$ cat src/logic/csfr_cfg.svh
// Purpose: Constants for the CPU status and control word block.
// Assumes: Included by the design modules csfr_pscale and csfr_core.
// Notes: Bit positions follow the two status word layouts.
`ifndef CSFR_CFG_SVH
`define CSFR_CFG_SVH

// Status word zero fields.
`define CSFR_W0_PTR_HI 15
`define CSFR_W0_PTR_LO 13
`define CSFR_W0_OVF 12
`define CSFR_W0_SAT 11
`define CSFR_W0_RSV 10
`define CSFR_W0_MASK 9
`define CSFR_W0_PAGE_HI 8
`define CSFR_W0_PAGE_LO 0

// Status word one fields.
`define CSFR_W1_BAK_HI 15
`define CSFR_W1_BAK_LO 13
`define CSFR_W1_MAP 12
`define CSFR_W1_TEST 11
`define CSFR_W1_SXT 10
`define CSFR_W1_CARRY 9
`define CSFR_W1_UOUT 4
`define CSFR_W1_PM_HI 1
`define CSFR_W1_PM_LO 0
`define CSFR_W1_RSV_MASK 16'h01ec

// Reset values of the flag bits.
`define CSFR_RST_CARRY 1'b1
`define CSFR_RST_MAP 1'b0
`define CSFR_RST_MASK 1'b1
`define CSFR_RST_OVF 1'b0
`define CSFR_RST_SXT 1'b1
`define CSFR_RST_UOUT 1'b1
`define CSFR_RST_PM 2'h0
`define CSFR_RST_SAT 1'b0
`define CSFR_RST_TEST 1'b0
`define CSFR_RST_PTR 3'h0
`define CSFR_RST_PAGE 9'h000

`endif

$ cat src/logic/csfr_pkg.sv
// Purpose: Types shared by the status word block.
// Assumes: Constants come from csfr_cfg.svh.
// Notes: None.
package csfr_pkg;

    // Flag selector used by the set and clear flag operations.
    typedef enum logic [2:0]
    {
        CSFR_FLG_CARRY = 3'h0,
        CSFR_FLG_MAP = 3'h1,
        CSFR_FLG_MASK = 3'h2,
        CSFR_FLG_SAT = 3'h3,
        CSFR_FLG_SXT = 3'h4,
        CSFR_FLG_UOUT = 3'h5
    } csfr_flag_t;

    // Explicit instruction requests from the decoder.
    typedef struct packed
    {
        logic set_flag_op;
        logic clear_flag_op;
        csfr_flag_t flag_sel;
        logic load_status_op;
        logic load_word_one;
        logic [15:0] load_data;
        logic load_pointer_op;
        logic modify_aux_op;
        logic indirect_ptr_ld;
        logic [2:0] ptr_value;
        logic load_page_op;
        logic [8:0] page_value;
        logic set_shift_op;
        logic [1:0] shift_value;
        logic cond_jump_op;
        logic cond_on_ovf;
    } csfr_cmd_t;

    // Implicit flag updates from the datapath.
    typedef struct packed
    {
        logic add_carry_upd;
        logic add_is_sub;
        logic add_shift16;
        logic add_carry;
        logic shift_carry_upd;
        logic shift_carry;
        logic alu_ovf;
        logic test_upd;
        logic test_value;
        logic irq_acknowledge;
        logic irq_trap;
    } csfr_dp_t;

    // Mode outputs steering the datapath.
    typedef struct packed
    {
        logic [2:0] aux_pointer;
        logic global_irq_mask;
        logic saturate_enable;
        logic sign_extend_enable;
        logic ram_to_program_map;
        logic [1:0] product_shift;
        logic test_flag;
        logic carry;
        logic sum_exceeded_latch;
    } csfr_mode_t;

endpackage

$ cat src/logic/csfr_pscale.sv
// Purpose: Product path shifter between the product register and the ALU.
// Assumes: Product register contents arrive unchanged from the multiplier.
// Notes: Purely combinational, so the stored product is never altered.
`timescale 1ns/10ps
`include "csfr_cfg.svh"
module csfr_pscale
    import csfr_pkg::*;
#(
    parameter int W = 32
)
(
    input wire logic [1:0] product_shift,
    input wire logic [W-1:0] product_reg,
    output logic [W-1:0] shifted
);

    always_comb
    begin
        case (product_shift)
            2'h0: shifted = product_reg;
            2'h1: shifted = {product_reg[W-2:0], 1'b0};
            2'h2: shifted = {product_reg[W-5:0], 4'h0};
            2'h3: shifted = {{6{product_reg[W-1]}}, product_reg[W-1:6]};
            default: shifted = product_reg;
        endcase
    end

endmodule

$ cat src/logic/csfr_core.sv
// Purpose: Two 16-bit CPU status and control words with their update logic.
// Assumes: One decoder request per cycle; datapath updates may coincide.
// Notes: Status store reads are combinational from the held flags.
//
// How it works
// - Any pointer load except status load copies the old pointer to backup.
// - Status load of word one writes backup and pointer with one value.
// - Pointer picks the indirect register; loaded by four instruction kinds.
// - Add sets carry on carry, subtract clears it on borrow, else opposite.
// - Shift-16 add may only set carry, subtract may only clear it.
// - Map bit zero puts dual-access RAM in data space, one in program.
// - Direct address is page pointer above seven instruction low bits.
// - Page pointer changes only by status load or load-page.
// - Mask one blocks maskable interrupts; reset and NMI never blocked.
// - Mask set by reset, acknowledge, trap; flag ops; status load ignores it.
// - Overflow latch sets on ALU overflow, cleared by reset, branch, load.
// - Saturate bit selects wrapping or clamping accumulator on overflow.
// - Saturate bit follows flag set, flag clear and status load.
// - Product shift field selects none, left one, left four, right six.
// - Shift only on transfer; field loaded by set-shift and load, reset clears.
// - Sign-extend bit enables extension unless the instruction forces it off.
// - Sign-extend bit follows flag ops, word-one load; reset sets it.
// - Test flag is offered as a branch, call and return condition.
// - Output flag drives the pin; flag ops set or clear; reset sets it.
// - Reserved bits read back as ones.
// - Status store reads both words; status load writes them.
`timescale 1ns/10ps
`include "csfr_cfg.svh"
module csfr_core
    import csfr_pkg::*;
#(
    parameter int PW = 32
)
(
    input wire logic clk_sys,
    input wire logic rst_n,
    input wire csfr_cmd_t cmd,
    input wire csfr_dp_t dp,
    input wire logic [6:0] direct_offset,
    input wire logic force_no_extend,
    input wire logic irq_maskable_req,
    input wire logic [PW-1:0] product_reg,
    output logic [15:0] direct_addr,
    output logic irq_accept,
    output logic extend_active,
    output logic [PW-1:0] product_scaled,
    output logic [15:0] status_word_zero,
    output logic [15:0] status_word_one,
    output csfr_mode_t mode,
    output logic user_output_pin
);

    // ****************************************
    // Held state
    // ****************************************
    logic [2:0] aux_pointer_r;
    logic [2:0] aux_pointer_backup_r;
    logic [8:0] page_pointer_r;
    logic carry_r;
    logic ram_to_program_map_r;
    logic global_irq_mask_r;
    logic sum_exceeded_latch_r;
    logic saturate_enable_r;
    logic sign_extend_enable_r;
    logic test_flag_r;
    logic user_output_flag_r;
    logic [1:0] product_shift_r;

    logic ld0;
    logic ld1;
    logic set_hit;
    logic clr_hit;
    logic ptr_ld;

    assign ld0 = cmd.load_status_op && !cmd.load_word_one;
    assign ld1 = cmd.load_status_op && cmd.load_word_one;
    assign set_hit = cmd.set_flag_op;
    assign clr_hit = cmd.clear_flag_op;
    assign ptr_ld = cmd.load_pointer_op || cmd.modify_aux_op || cmd.indirect_ptr_ld;

    // ****************************************
    // Pointer and backup
    // ****************************************
    always_ff @(posedge clk_sys)
    begin
        if (!rst_n)
        begin
            aux_pointer_r <= `CSFR_RST_PTR;
            aux_pointer_backup_r <= `CSFR_RST_PTR;
        end
        else if (ld1)
        begin
            // Backup and pointer take the same loaded value.
            aux_pointer_backup_r <= cmd.load_data[`CSFR_W1_BAK_HI:`CSFR_W1_BAK_LO];
            aux_pointer_r <= cmd.load_data[`CSFR_W1_BAK_HI:`CSFR_W1_BAK_LO];
        end
        else if (ld0)
        begin
            aux_pointer_r <= cmd.load_data[`CSFR_W0_PTR_HI:`CSFR_W0_PTR_LO];
        end
        else if (ptr_ld)
        begin
            aux_pointer_backup_r <= aux_pointer_r;
            aux_pointer_r <= cmd.ptr_value;
        end
    end

    // ****************************************
    // Page pointer
    // ****************************************
    always_ff @(posedge clk_sys)
    begin
        if (!rst_n)
        begin
            page_pointer_r <= `CSFR_RST_PAGE;
        end
        else if (ld0)
        begin
            page_pointer_r <= cmd.load_data[`CSFR_W0_PAGE_HI:`CSFR_W0_PAGE_LO];
        end
        else if (cmd.load_page_op)
        begin
            page_pointer_r <= cmd.page_value;
        end
    end

    assign direct_addr = {page_pointer_r, direct_offset};

    // ****************************************
    // Carry
    // ****************************************
    always_ff @(posedge clk_sys)
    begin
        if (!rst_n)
        begin
            carry_r <= `CSFR_RST_CARRY;
        end
        else if (ld1)
        begin
            carry_r <= cmd.load_data[`CSFR_W1_CARRY];
        end
        else if ((set_hit || clr_hit) && cmd.flag_sel == CSFR_FLG_CARRY)
        begin
            carry_r <= set_hit;
        end
        else if (dp.add_carry_upd && dp.add_shift16)
        begin
            // The ALU reports carry out for adds and not-borrow for subtracts.
            if (!dp.add_is_sub && dp.add_carry)
            begin
                carry_r <= 1'b1;
            end
            else if (dp.add_is_sub && !dp.add_carry)
            begin
                carry_r <= 1'b0;
            end
        end
        else if (dp.add_carry_upd)
        begin
            carry_r <= dp.add_carry;
        end
        else if (dp.shift_carry_upd)
        begin
            carry_r <= dp.shift_carry;
        end
    end

    // ****************************************
    // Mode bits set by flag operations, status loads and set-shift
    // ****************************************
    always_ff @(posedge clk_sys)
    begin
        if (!rst_n)
        begin
            ram_to_program_map_r <= `CSFR_RST_MAP;
            sign_extend_enable_r <= `CSFR_RST_SXT;
            user_output_flag_r <= `CSFR_RST_UOUT;
            saturate_enable_r <= `CSFR_RST_SAT;
            product_shift_r <= `CSFR_RST_PM;
        end
        else
        begin
            if (ld1)
            begin
                ram_to_program_map_r <= cmd.load_data[`CSFR_W1_MAP];
                sign_extend_enable_r <= cmd.load_data[`CSFR_W1_SXT];
                product_shift_r <= cmd.load_data[`CSFR_W1_PM_HI:`CSFR_W1_PM_LO];
            end
            else if (cmd.set_shift_op)
            begin
                product_shift_r <= cmd.shift_value;
            end
            if (ld0)
            begin
                saturate_enable_r <= cmd.load_data[`CSFR_W0_SAT];
            end
            if (set_hit || clr_hit)
            begin
                case (cmd.flag_sel)
                    CSFR_FLG_MAP: ram_to_program_map_r <= set_hit;
                    CSFR_FLG_SXT: sign_extend_enable_r <= set_hit;
                    CSFR_FLG_SAT: saturate_enable_r <= set_hit;
                    CSFR_FLG_UOUT: user_output_flag_r <= set_hit;
                    default: ;
                endcase
            end
        end
    end

    // ****************************************
    // Interrupt mask
    // ****************************************
    always_ff @(posedge clk_sys)
    begin
        if (!rst_n)
        begin
            global_irq_mask_r <= `CSFR_RST_MASK;
        end
        else if ((set_hit || clr_hit) && cmd.flag_sel == CSFR_FLG_MASK)
        begin
            global_irq_mask_r <= set_hit;
        end
        else if (dp.irq_acknowledge || dp.irq_trap)
        begin
            global_irq_mask_r <= 1'b1;
        end
    end

    // Reset and non-maskable interrupts do not pass through here at all.
    assign irq_accept = irq_maskable_req && !global_irq_mask_r;

    // ****************************************
    // Overflow latch and test flag
    // ****************************************
    always_ff @(posedge clk_sys)
    begin
        if (!rst_n)
        begin
            sum_exceeded_latch_r <= `CSFR_RST_OVF;
        end
        else if (ld0)
        begin
            sum_exceeded_latch_r <= cmd.load_data[`CSFR_W0_OVF];
        end
        else if (dp.alu_ovf)
        begin
            // A new overflow outranks the branch clear so no event is lost.
            sum_exceeded_latch_r <= 1'b1;
        end
        else if (cmd.cond_jump_op && cmd.cond_on_ovf)
        begin
            sum_exceeded_latch_r <= 1'b0;
        end
    end

    always_ff @(posedge clk_sys)
    begin
        if (!rst_n)
        begin
            test_flag_r <= `CSFR_RST_TEST;
        end
        else if (ld1)
        begin
            test_flag_r <= cmd.load_data[`CSFR_W1_TEST];
        end
        else if (dp.test_upd)
        begin
            test_flag_r <= dp.test_value;
        end
    end

    // ****************************************
    // Outputs
    // ****************************************
    assign extend_active = sign_extend_enable_r && !force_no_extend;
    assign user_output_pin = user_output_flag_r;

    csfr_pscale #(
        .W(PW)
    ) u_pscale (
        .product_shift(product_shift_r),
        .product_reg(product_reg),
        .shifted(product_scaled)
    );

    always_comb
    begin
        status_word_zero = {aux_pointer_r, sum_exceeded_latch_r, saturate_enable_r, 1'b1,
                            global_irq_mask_r, page_pointer_r};
        status_word_one = `CSFR_W1_RSV_MASK;
        status_word_one[`CSFR_W1_BAK_HI:`CSFR_W1_BAK_LO] = aux_pointer_backup_r;
        status_word_one[`CSFR_W1_MAP] = ram_to_program_map_r;
        status_word_one[`CSFR_W1_TEST] = test_flag_r;
        status_word_one[`CSFR_W1_SXT] = sign_extend_enable_r;
        status_word_one[`CSFR_W1_CARRY] = carry_r;
        status_word_one[`CSFR_W1_UOUT] = user_output_flag_r;
        status_word_one[`CSFR_W1_PM_HI:`CSFR_W1_PM_LO] = product_shift_r;
        status_word_one[`CSFR_W1_PM_HI + 1] = 1'b1;
    end

    always_comb
    begin
        mode.aux_pointer = aux_pointer_r;
        mode.global_irq_mask = global_irq_mask_r;
        mode.saturate_enable = saturate_enable_r;
        mode.sign_extend_enable = sign_extend_enable_r;
        mode.ram_to_program_map = ram_to_program_map_r;
        mode.product_shift = product_shift_r;
        mode.test_flag = test_flag_r;
        mode.carry = carry_r;
        mode.sum_exceeded_latch = sum_exceeded_latch_r;
    end

endmodule

$ cat config.mk
export PLATFORM = sky130hd
export DESIGN_NAME = csfr_core
export DESIGN_NICKNAME = d
export VERILOG_FILES = /design/src/logic/csfr_pkg.sv /design/src/logic/csfr_pscale.sv /design/src/logic/csfr_core.sv
export VERILOG_INCLUDE_DIRS = /design/src /design/src/logic
export SDC_FILE = /design/constraint.sdc
export NUM_CORES = 1
export LEC_CHECK = 0
export BUFFER_PORTS_ARGS = -buffer_cell sky130_fd_sc_hd__buf_2
export CAP_MARGIN = 10
export CORE_MARGIN = 4
export CORE_UTILIZATION = 38
export CTS_BUF_LIST = sky130_fd_sc_hd__clkbuf_4 sky130_fd_sc_hd__clkbuf_8
export CTS_CLUSTER_DIAMETER = 150
export DETAILED_ROUTE_END_ITERATION = 10
export GPL_TIMING_DRIVEN = 0
export PLACE_DENSITY_LB_ADDON = 0.08
export SYNTH_ARGS = -nofsm -noshare
export SYNTH_HDL_FRONTEND = slang
export SYNTH_HIERARCHICAL = 1
export SYNTH_SLANG_ARGS = --single-unit
$ cat constraint.sdc
create_clock -name clk_sys -period 1.7 [get_ports clk_sys]
set_input_delay 0 -clock clk_sys [delete_from_list [all_inputs] [get_ports clk_sys]]
set_output_delay 0 -clock clk_sys [all_outputs]
set_load 0.02 [all_outputs]
Yosys cells after proc, flatten, opt, wreduce, memory -nomap -nowiden
Cells that the tools add are included.
- register bits: 25
- word-level logic and storage cells: 88
- equal/unequal tests: 10
- mux-type cells: 34
- reduce and logical (&&, ||, !) cells: 32
- operators by type and width (cell ; count):
    $pmux 32 s4 ; 1
    $mux 1 ; 23
    $mux 3 ; 6
    $mux 9 ; 2
    $logic_and 1x1->1 ; 10
    $reduce_bool 2->1 ; 5
    $eq 3x2->1 const B ; 2
    $eq 3x3->1 const B ; 2
    $reduce_and 2->1 ; 3
    $reduce_bool 3->1 ; 2
    $logic_not 1->1 ; 5
    $ne 5x3->1 const B ; 1
    $reduce_bool 5->1 ; 1
    $eq 2x2->1 const B ; 2
    $logic_or 1x1->1 ; 4
    $mux 2 ; 2
    $eq 3x1->1 const B ; 1
    $logic_not 3->1 ; 1
    $eq 2x1->1 const B ; 1
    $logic_not 2->1 ; 1
    $ne 2x1->1 const B ; 1

Logic depth before layout (Yosys ltp)
- depth in word-level cells: 7
- gate-level depth with buffers: 5
- depth with buffers taken out: 4

Cells and area by module
The synthesis kept the hierarchy.
- modules (own cells, without submodules) (module ; instances ; cells an instance ; area each (µm²)):
    csfr_core ; 1 ; 181 ; 1566.5
    csfr_pscale ; 1 ; 50 ; 842.1

Worst setup path after synthesis
OpenSTA, ideal clock, no wires.
- path type: register -> output
- start point: register product_shift_r[0]
- end point: output port product_scaled[1]
- data arrival time: 1.408 ns
- required time: 1.700 ns
- slack: 0.292 ns
- cell stages (with the launch flop): 5
- cell sequence: dfxtp_1 > buf_6 > buf_6 > buf_4 > mux2i_1
- word-level cells in the longest chain between the ends: 2
- elaborated cells between the ends (all ways): 5
- those cells by class: eq/ne: 3; mux: 1; reduce/logical: 1
- RTL lines (element ; line ; text):
    start: declaration ; csfr_core.sv:67 ; logic [1:0] product_shift_r;
    start signal: assignment ; csfr_core.sv:179 ; product_shift_r <= `CSFR_RST_PM;
    start signal: assignment ; csfr_core.sv:187 ; product_shift_r <= cmd.load_data[`CSFR_W1_PM_HI:`CSFR_W1_PM_LO];
    start signal: assignment ; csfr_core.sv:191 ; product_shift_r <= cmd.shift_value;
    $eq 2x2->1 (tied with other cells) ; csfr_pscale.sv:19 ; case (product_shift)
    $pmux 32 s4 * ; csfr_pscale.sv:19 ;
    end: declaration ; csfr_core.sv:46 ; output logic [PW-1:0] product_scaled,
Mark *: on every way between the ends. The rest lies on a longest branch, timed or not.

Final worst setup path
- start point: register product_shift_r[0]
- end point: output port product_scaled[25]
Same word-level chain as after synthesis.

==> results.txt <==
ANT cells: 0
Worst R2R Setup Slack: 860 ps
Register area: 505 sq um
Total grt overflow: 0
CTS buffer count: 3
Port-buffer cells: 175
Leakage power: 1.82 nW
Hold_ws: -2.06 ps
Reg2reg path depth: 3
Final period utilization: 96.3%
Fmax achieved: 611 MHz
Reg-to-Reg End: global_irq_mask_r
IO Pins: 193
WS Path Type: reg -> out
Synth warnings: 6
DRT Pass-1 Iters: 4
Die width: 87.6 um
Worst-Skew Late Latency: 280 ps
Starting Density: 40.0%
Fraction of layout cells with a size suffix above 1: 61.7%
Max FO, Critical Path: 8
Bufs on Longest Clock Path: 2
Avg Inst Size Synth: 10.4 sq um
DR vias/cell: 4.97
Net Sw Frac: 38.4%
Clk slew on worst S/H paths: 100 ps
DRC: 0
Worst Setup Start Kind: register
Synth top area cells: dfxtp_1 (21%), mux4_2 (19%), buf_4 (14%), mux2i_1 (9.6%), mux4_1 (7.6%)
WL/cell: 15.4 um
Area of the multi-input gates: 1480 sq um
Synth Instances: 231
Synth unique cells: 42
Yosys reg bits: 25
Post-Layout Inst Area: 3610 sq um
Critical Path AT: 1640 ps
Setup TNS: 0 ps
Post-Syn Area: 2410 sq um
Worst setup startpoint: product_shift_r[0]
FFs w/ async S/R, synth: 0%
Critical-path cell with the highest stage delay: mux4_2
Initial antenna violation count: 0
Sequential cell fraction of total power: 30.7%
Max Cap Viol: 0
Required @ worst endpoint: 1700 ps
Clock sinks: 25
Dpl cell area: 3400 sq um
Total track usage: 18.9%
Final hold vios: 1
Cell taking the most area after synthesis: dfxtp_1
Largest net degree at the start of global routing: 16
CP cell instances: buf_8 -> clkbuf_16 -> mux4_2 -> buf_2
Switch Pwr: 0.835 mW
Crit path largest cell delay: 490 ps
Hold Path Origin: cmd[21]
Final wirelength: 7730 um
Wire length of the first global-routing pass: 11600 um
Hold Crit Class: in -> reg
Post-synth EDFFs: 0
Crit end category: output port
Root buf cell: clkbuf_8
Register area share after synthesis: 20.8%
Synth top area share: 20.8%
Detail Route Antenna Nets: 0
Die Ht: 87.6 um
Core Region: 6030 sq um
Comb pwr share: 52.2%
Nets@finish: 527
CTS tree: yes
Clock share of power: 17.1%
Vias: 2502
Status: finished, violations left
Initial DRC Count: 79
Minimum clock period: 1640 ps
HPWL after detailed placement: 6250 um
Synthesis-to-layout area growth: 50.0%
Pins Over Slew Limit: 0
Ys flop type: dfxtp_1
Worst VDD drop: 301 uV
Power Internal: 1.34 mW
H-tree depth: 1
Routability cong.: 0.937
Setup Skew: 4.83 ps
Die ar.: 7680 sq um
Worst Setup EP: product_scaled[25]
Final setup vio count: 0
Cell Rows: 28
FILL cells: 565
Unrepaired setup endpoints after global routing: false
RR Startpoint: global_irq_mask_r
Power Density: 601 nW/um^2
Failing checks: hold timing
Vias in the first global route: 2375
-- cell usage in the layout, fill, tap and decap left out, types with 2 or more instances in the layout --
cell type      synthesis  routed
buf_2                  4     179
buf_4                 45      43
mux2i_1               23      23
dfxtp_1               25      23
mux4_2                20      20
nor2_1                19      19
a211oi_1              15      15
nand2_1               13      13
dlygate4sd3_1          0      11
conb_1                 1       7
mux4_1                 7       7
nor2b_1                4       4
nand3_1                4       4
o21ai_0                4       4
nand2b_1               4       4
inv_1                  3       3
a311oi_1               3       3
clkbuf_8               0       3
buf_6                  4       3
clkbuf_2               2       2
nor3_1                 2       2
o22ai_1                2       2
nand4b_1               2       2
o211ai_1               2       2
o211a_1                2       2
mux2_2                 2       2
a21oi_1                2       2
buf_8                  0       2
buf_12                 1       2
-- through the flow --
step           utilization (%)  power, mW  setup WS (ps)  instances
2_1_floorplan                -       1.40            292        237
3_3_place_gp              56.4       1.77            279        487
3_5_place_dp              56.4       1.78            291        487
4_1_cts                   59.2       2.17           20.2        502
5_1_grt                   60.0       2.29           3.73        503
6_report                  60.0       2.17           62.2        503
-- cell type report --
| type | instances | share of cell area, % |
|---|---|---|
| buffer | 58 | 12.8 |
| clock buffer | 3 | 1.14 |
| clock inverter | 1 | 0.208 |
| inverter | 4 | 0.416 |
| multi-input combinational | 150 | 40.8 |
| sequential | 25 | 14.0 |
| tap | 75 | 2.60 |
| timing repair buffer | 187 | 28.0 |
-- logic make-up after synthesis --
family                 after synthesis  synth area share, %
muxes                               52                 36.8
AOI/OAI and AO/OA                   37                 11.8
and+or+nand+nor                     54                 11.5
DFF                                 25                 20.8
other                                1                0.156
buffers and inverters               62                 18.9
-- power by group through the flow --
stage          sequential, mW  combinational (mW)  clock, mW
2_1_floorplan           0.714               0.684          0
3_3_place_gp            0.679                1.09          0
3_5_place_dp            0.679                1.10          0
4_1_cts                 0.667                1.12      0.380
5_1_grt                 0.675                1.21      0.403
6_report                0.666                1.14      0.372
-- timing repair --
item | 4_1_cts | 5_1_grt
hold buffers | 11 | 0
setup buffers | 0 | 0
endpoints found under the setup margin | 14 | 21
hold endpoints to repair | 11 | 0
gates cloned | 0 | 1
resized for setup | 2 | 7
-- state kept, by name, indices dropped and copies added, names as in the netlist, 2 cells and up --
register	flops
aux_pointer_backup_r	3
aux_pointer_r	3
page_pointer_r	9
product_shift_r	2
-- worst max-delay path: cells and delay by family (launching register included) --
kind / cells / cell delay (ps)
flops: 1 / 380
buf+inv: 3 / 490
mux: 1 / 490
-- routing by layer --
| layer | share of wire [%] | track usage (%) |
|---|---|---|
| met5 | 0 | 0 |
| met4 | 2.4 | 5.30 |
| met3 | 8.6 | 3.95 |
| met2 | 48 | 31.0 |
| met1 | 41 | 25.3 |
-- synthesized netlist by cell type (2+ instances only) --
| cell | count |
|---|---|
| buf_4 | 45 |
| dfxtp_1 | 25 |
| mux2i_1 | 23 |
| mux4_2 | 20 |
| nor2_1 | 19 |
| a211oi_1 | 15 |
| nand2_1 | 13 |
| mux4_1 | 7 |
| buf_2 | 4 |
| buf_6 | 4 |
| nand2b_1 | 4 |
| nand3_1 | 4 |
| nor2b_1 | 4 |
| o21ai_0 | 4 |
| a311oi_1 | 3 |
| inv_1 | 3 |
| a21oi_1 | 2 |
| clkbuf_2 | 2 |
| mux2_2 | 2 |
| nand4b_1 | 2 |
| nor3_1 | 2 |
| o211a_1 | 2 |
| o211ai_1 | 2 |
| o22ai_1 | 2 |
-- worst min path at each step --
stage / end / slack (ps) / depth (start not counted)
after floorplan: extend_active / 80 / 1
after global placement: direct_addr[5] / 220 / 2
after detailed placement: direct_addr[4] / 220 / 2
after CTS: page_pointer_r[6] / 0.9 / 3
after global routing: product_shift_r[0] / 7 / 3
final: product_shift_r[0] / -2 / 3
(Power assumes the default switching activity.)
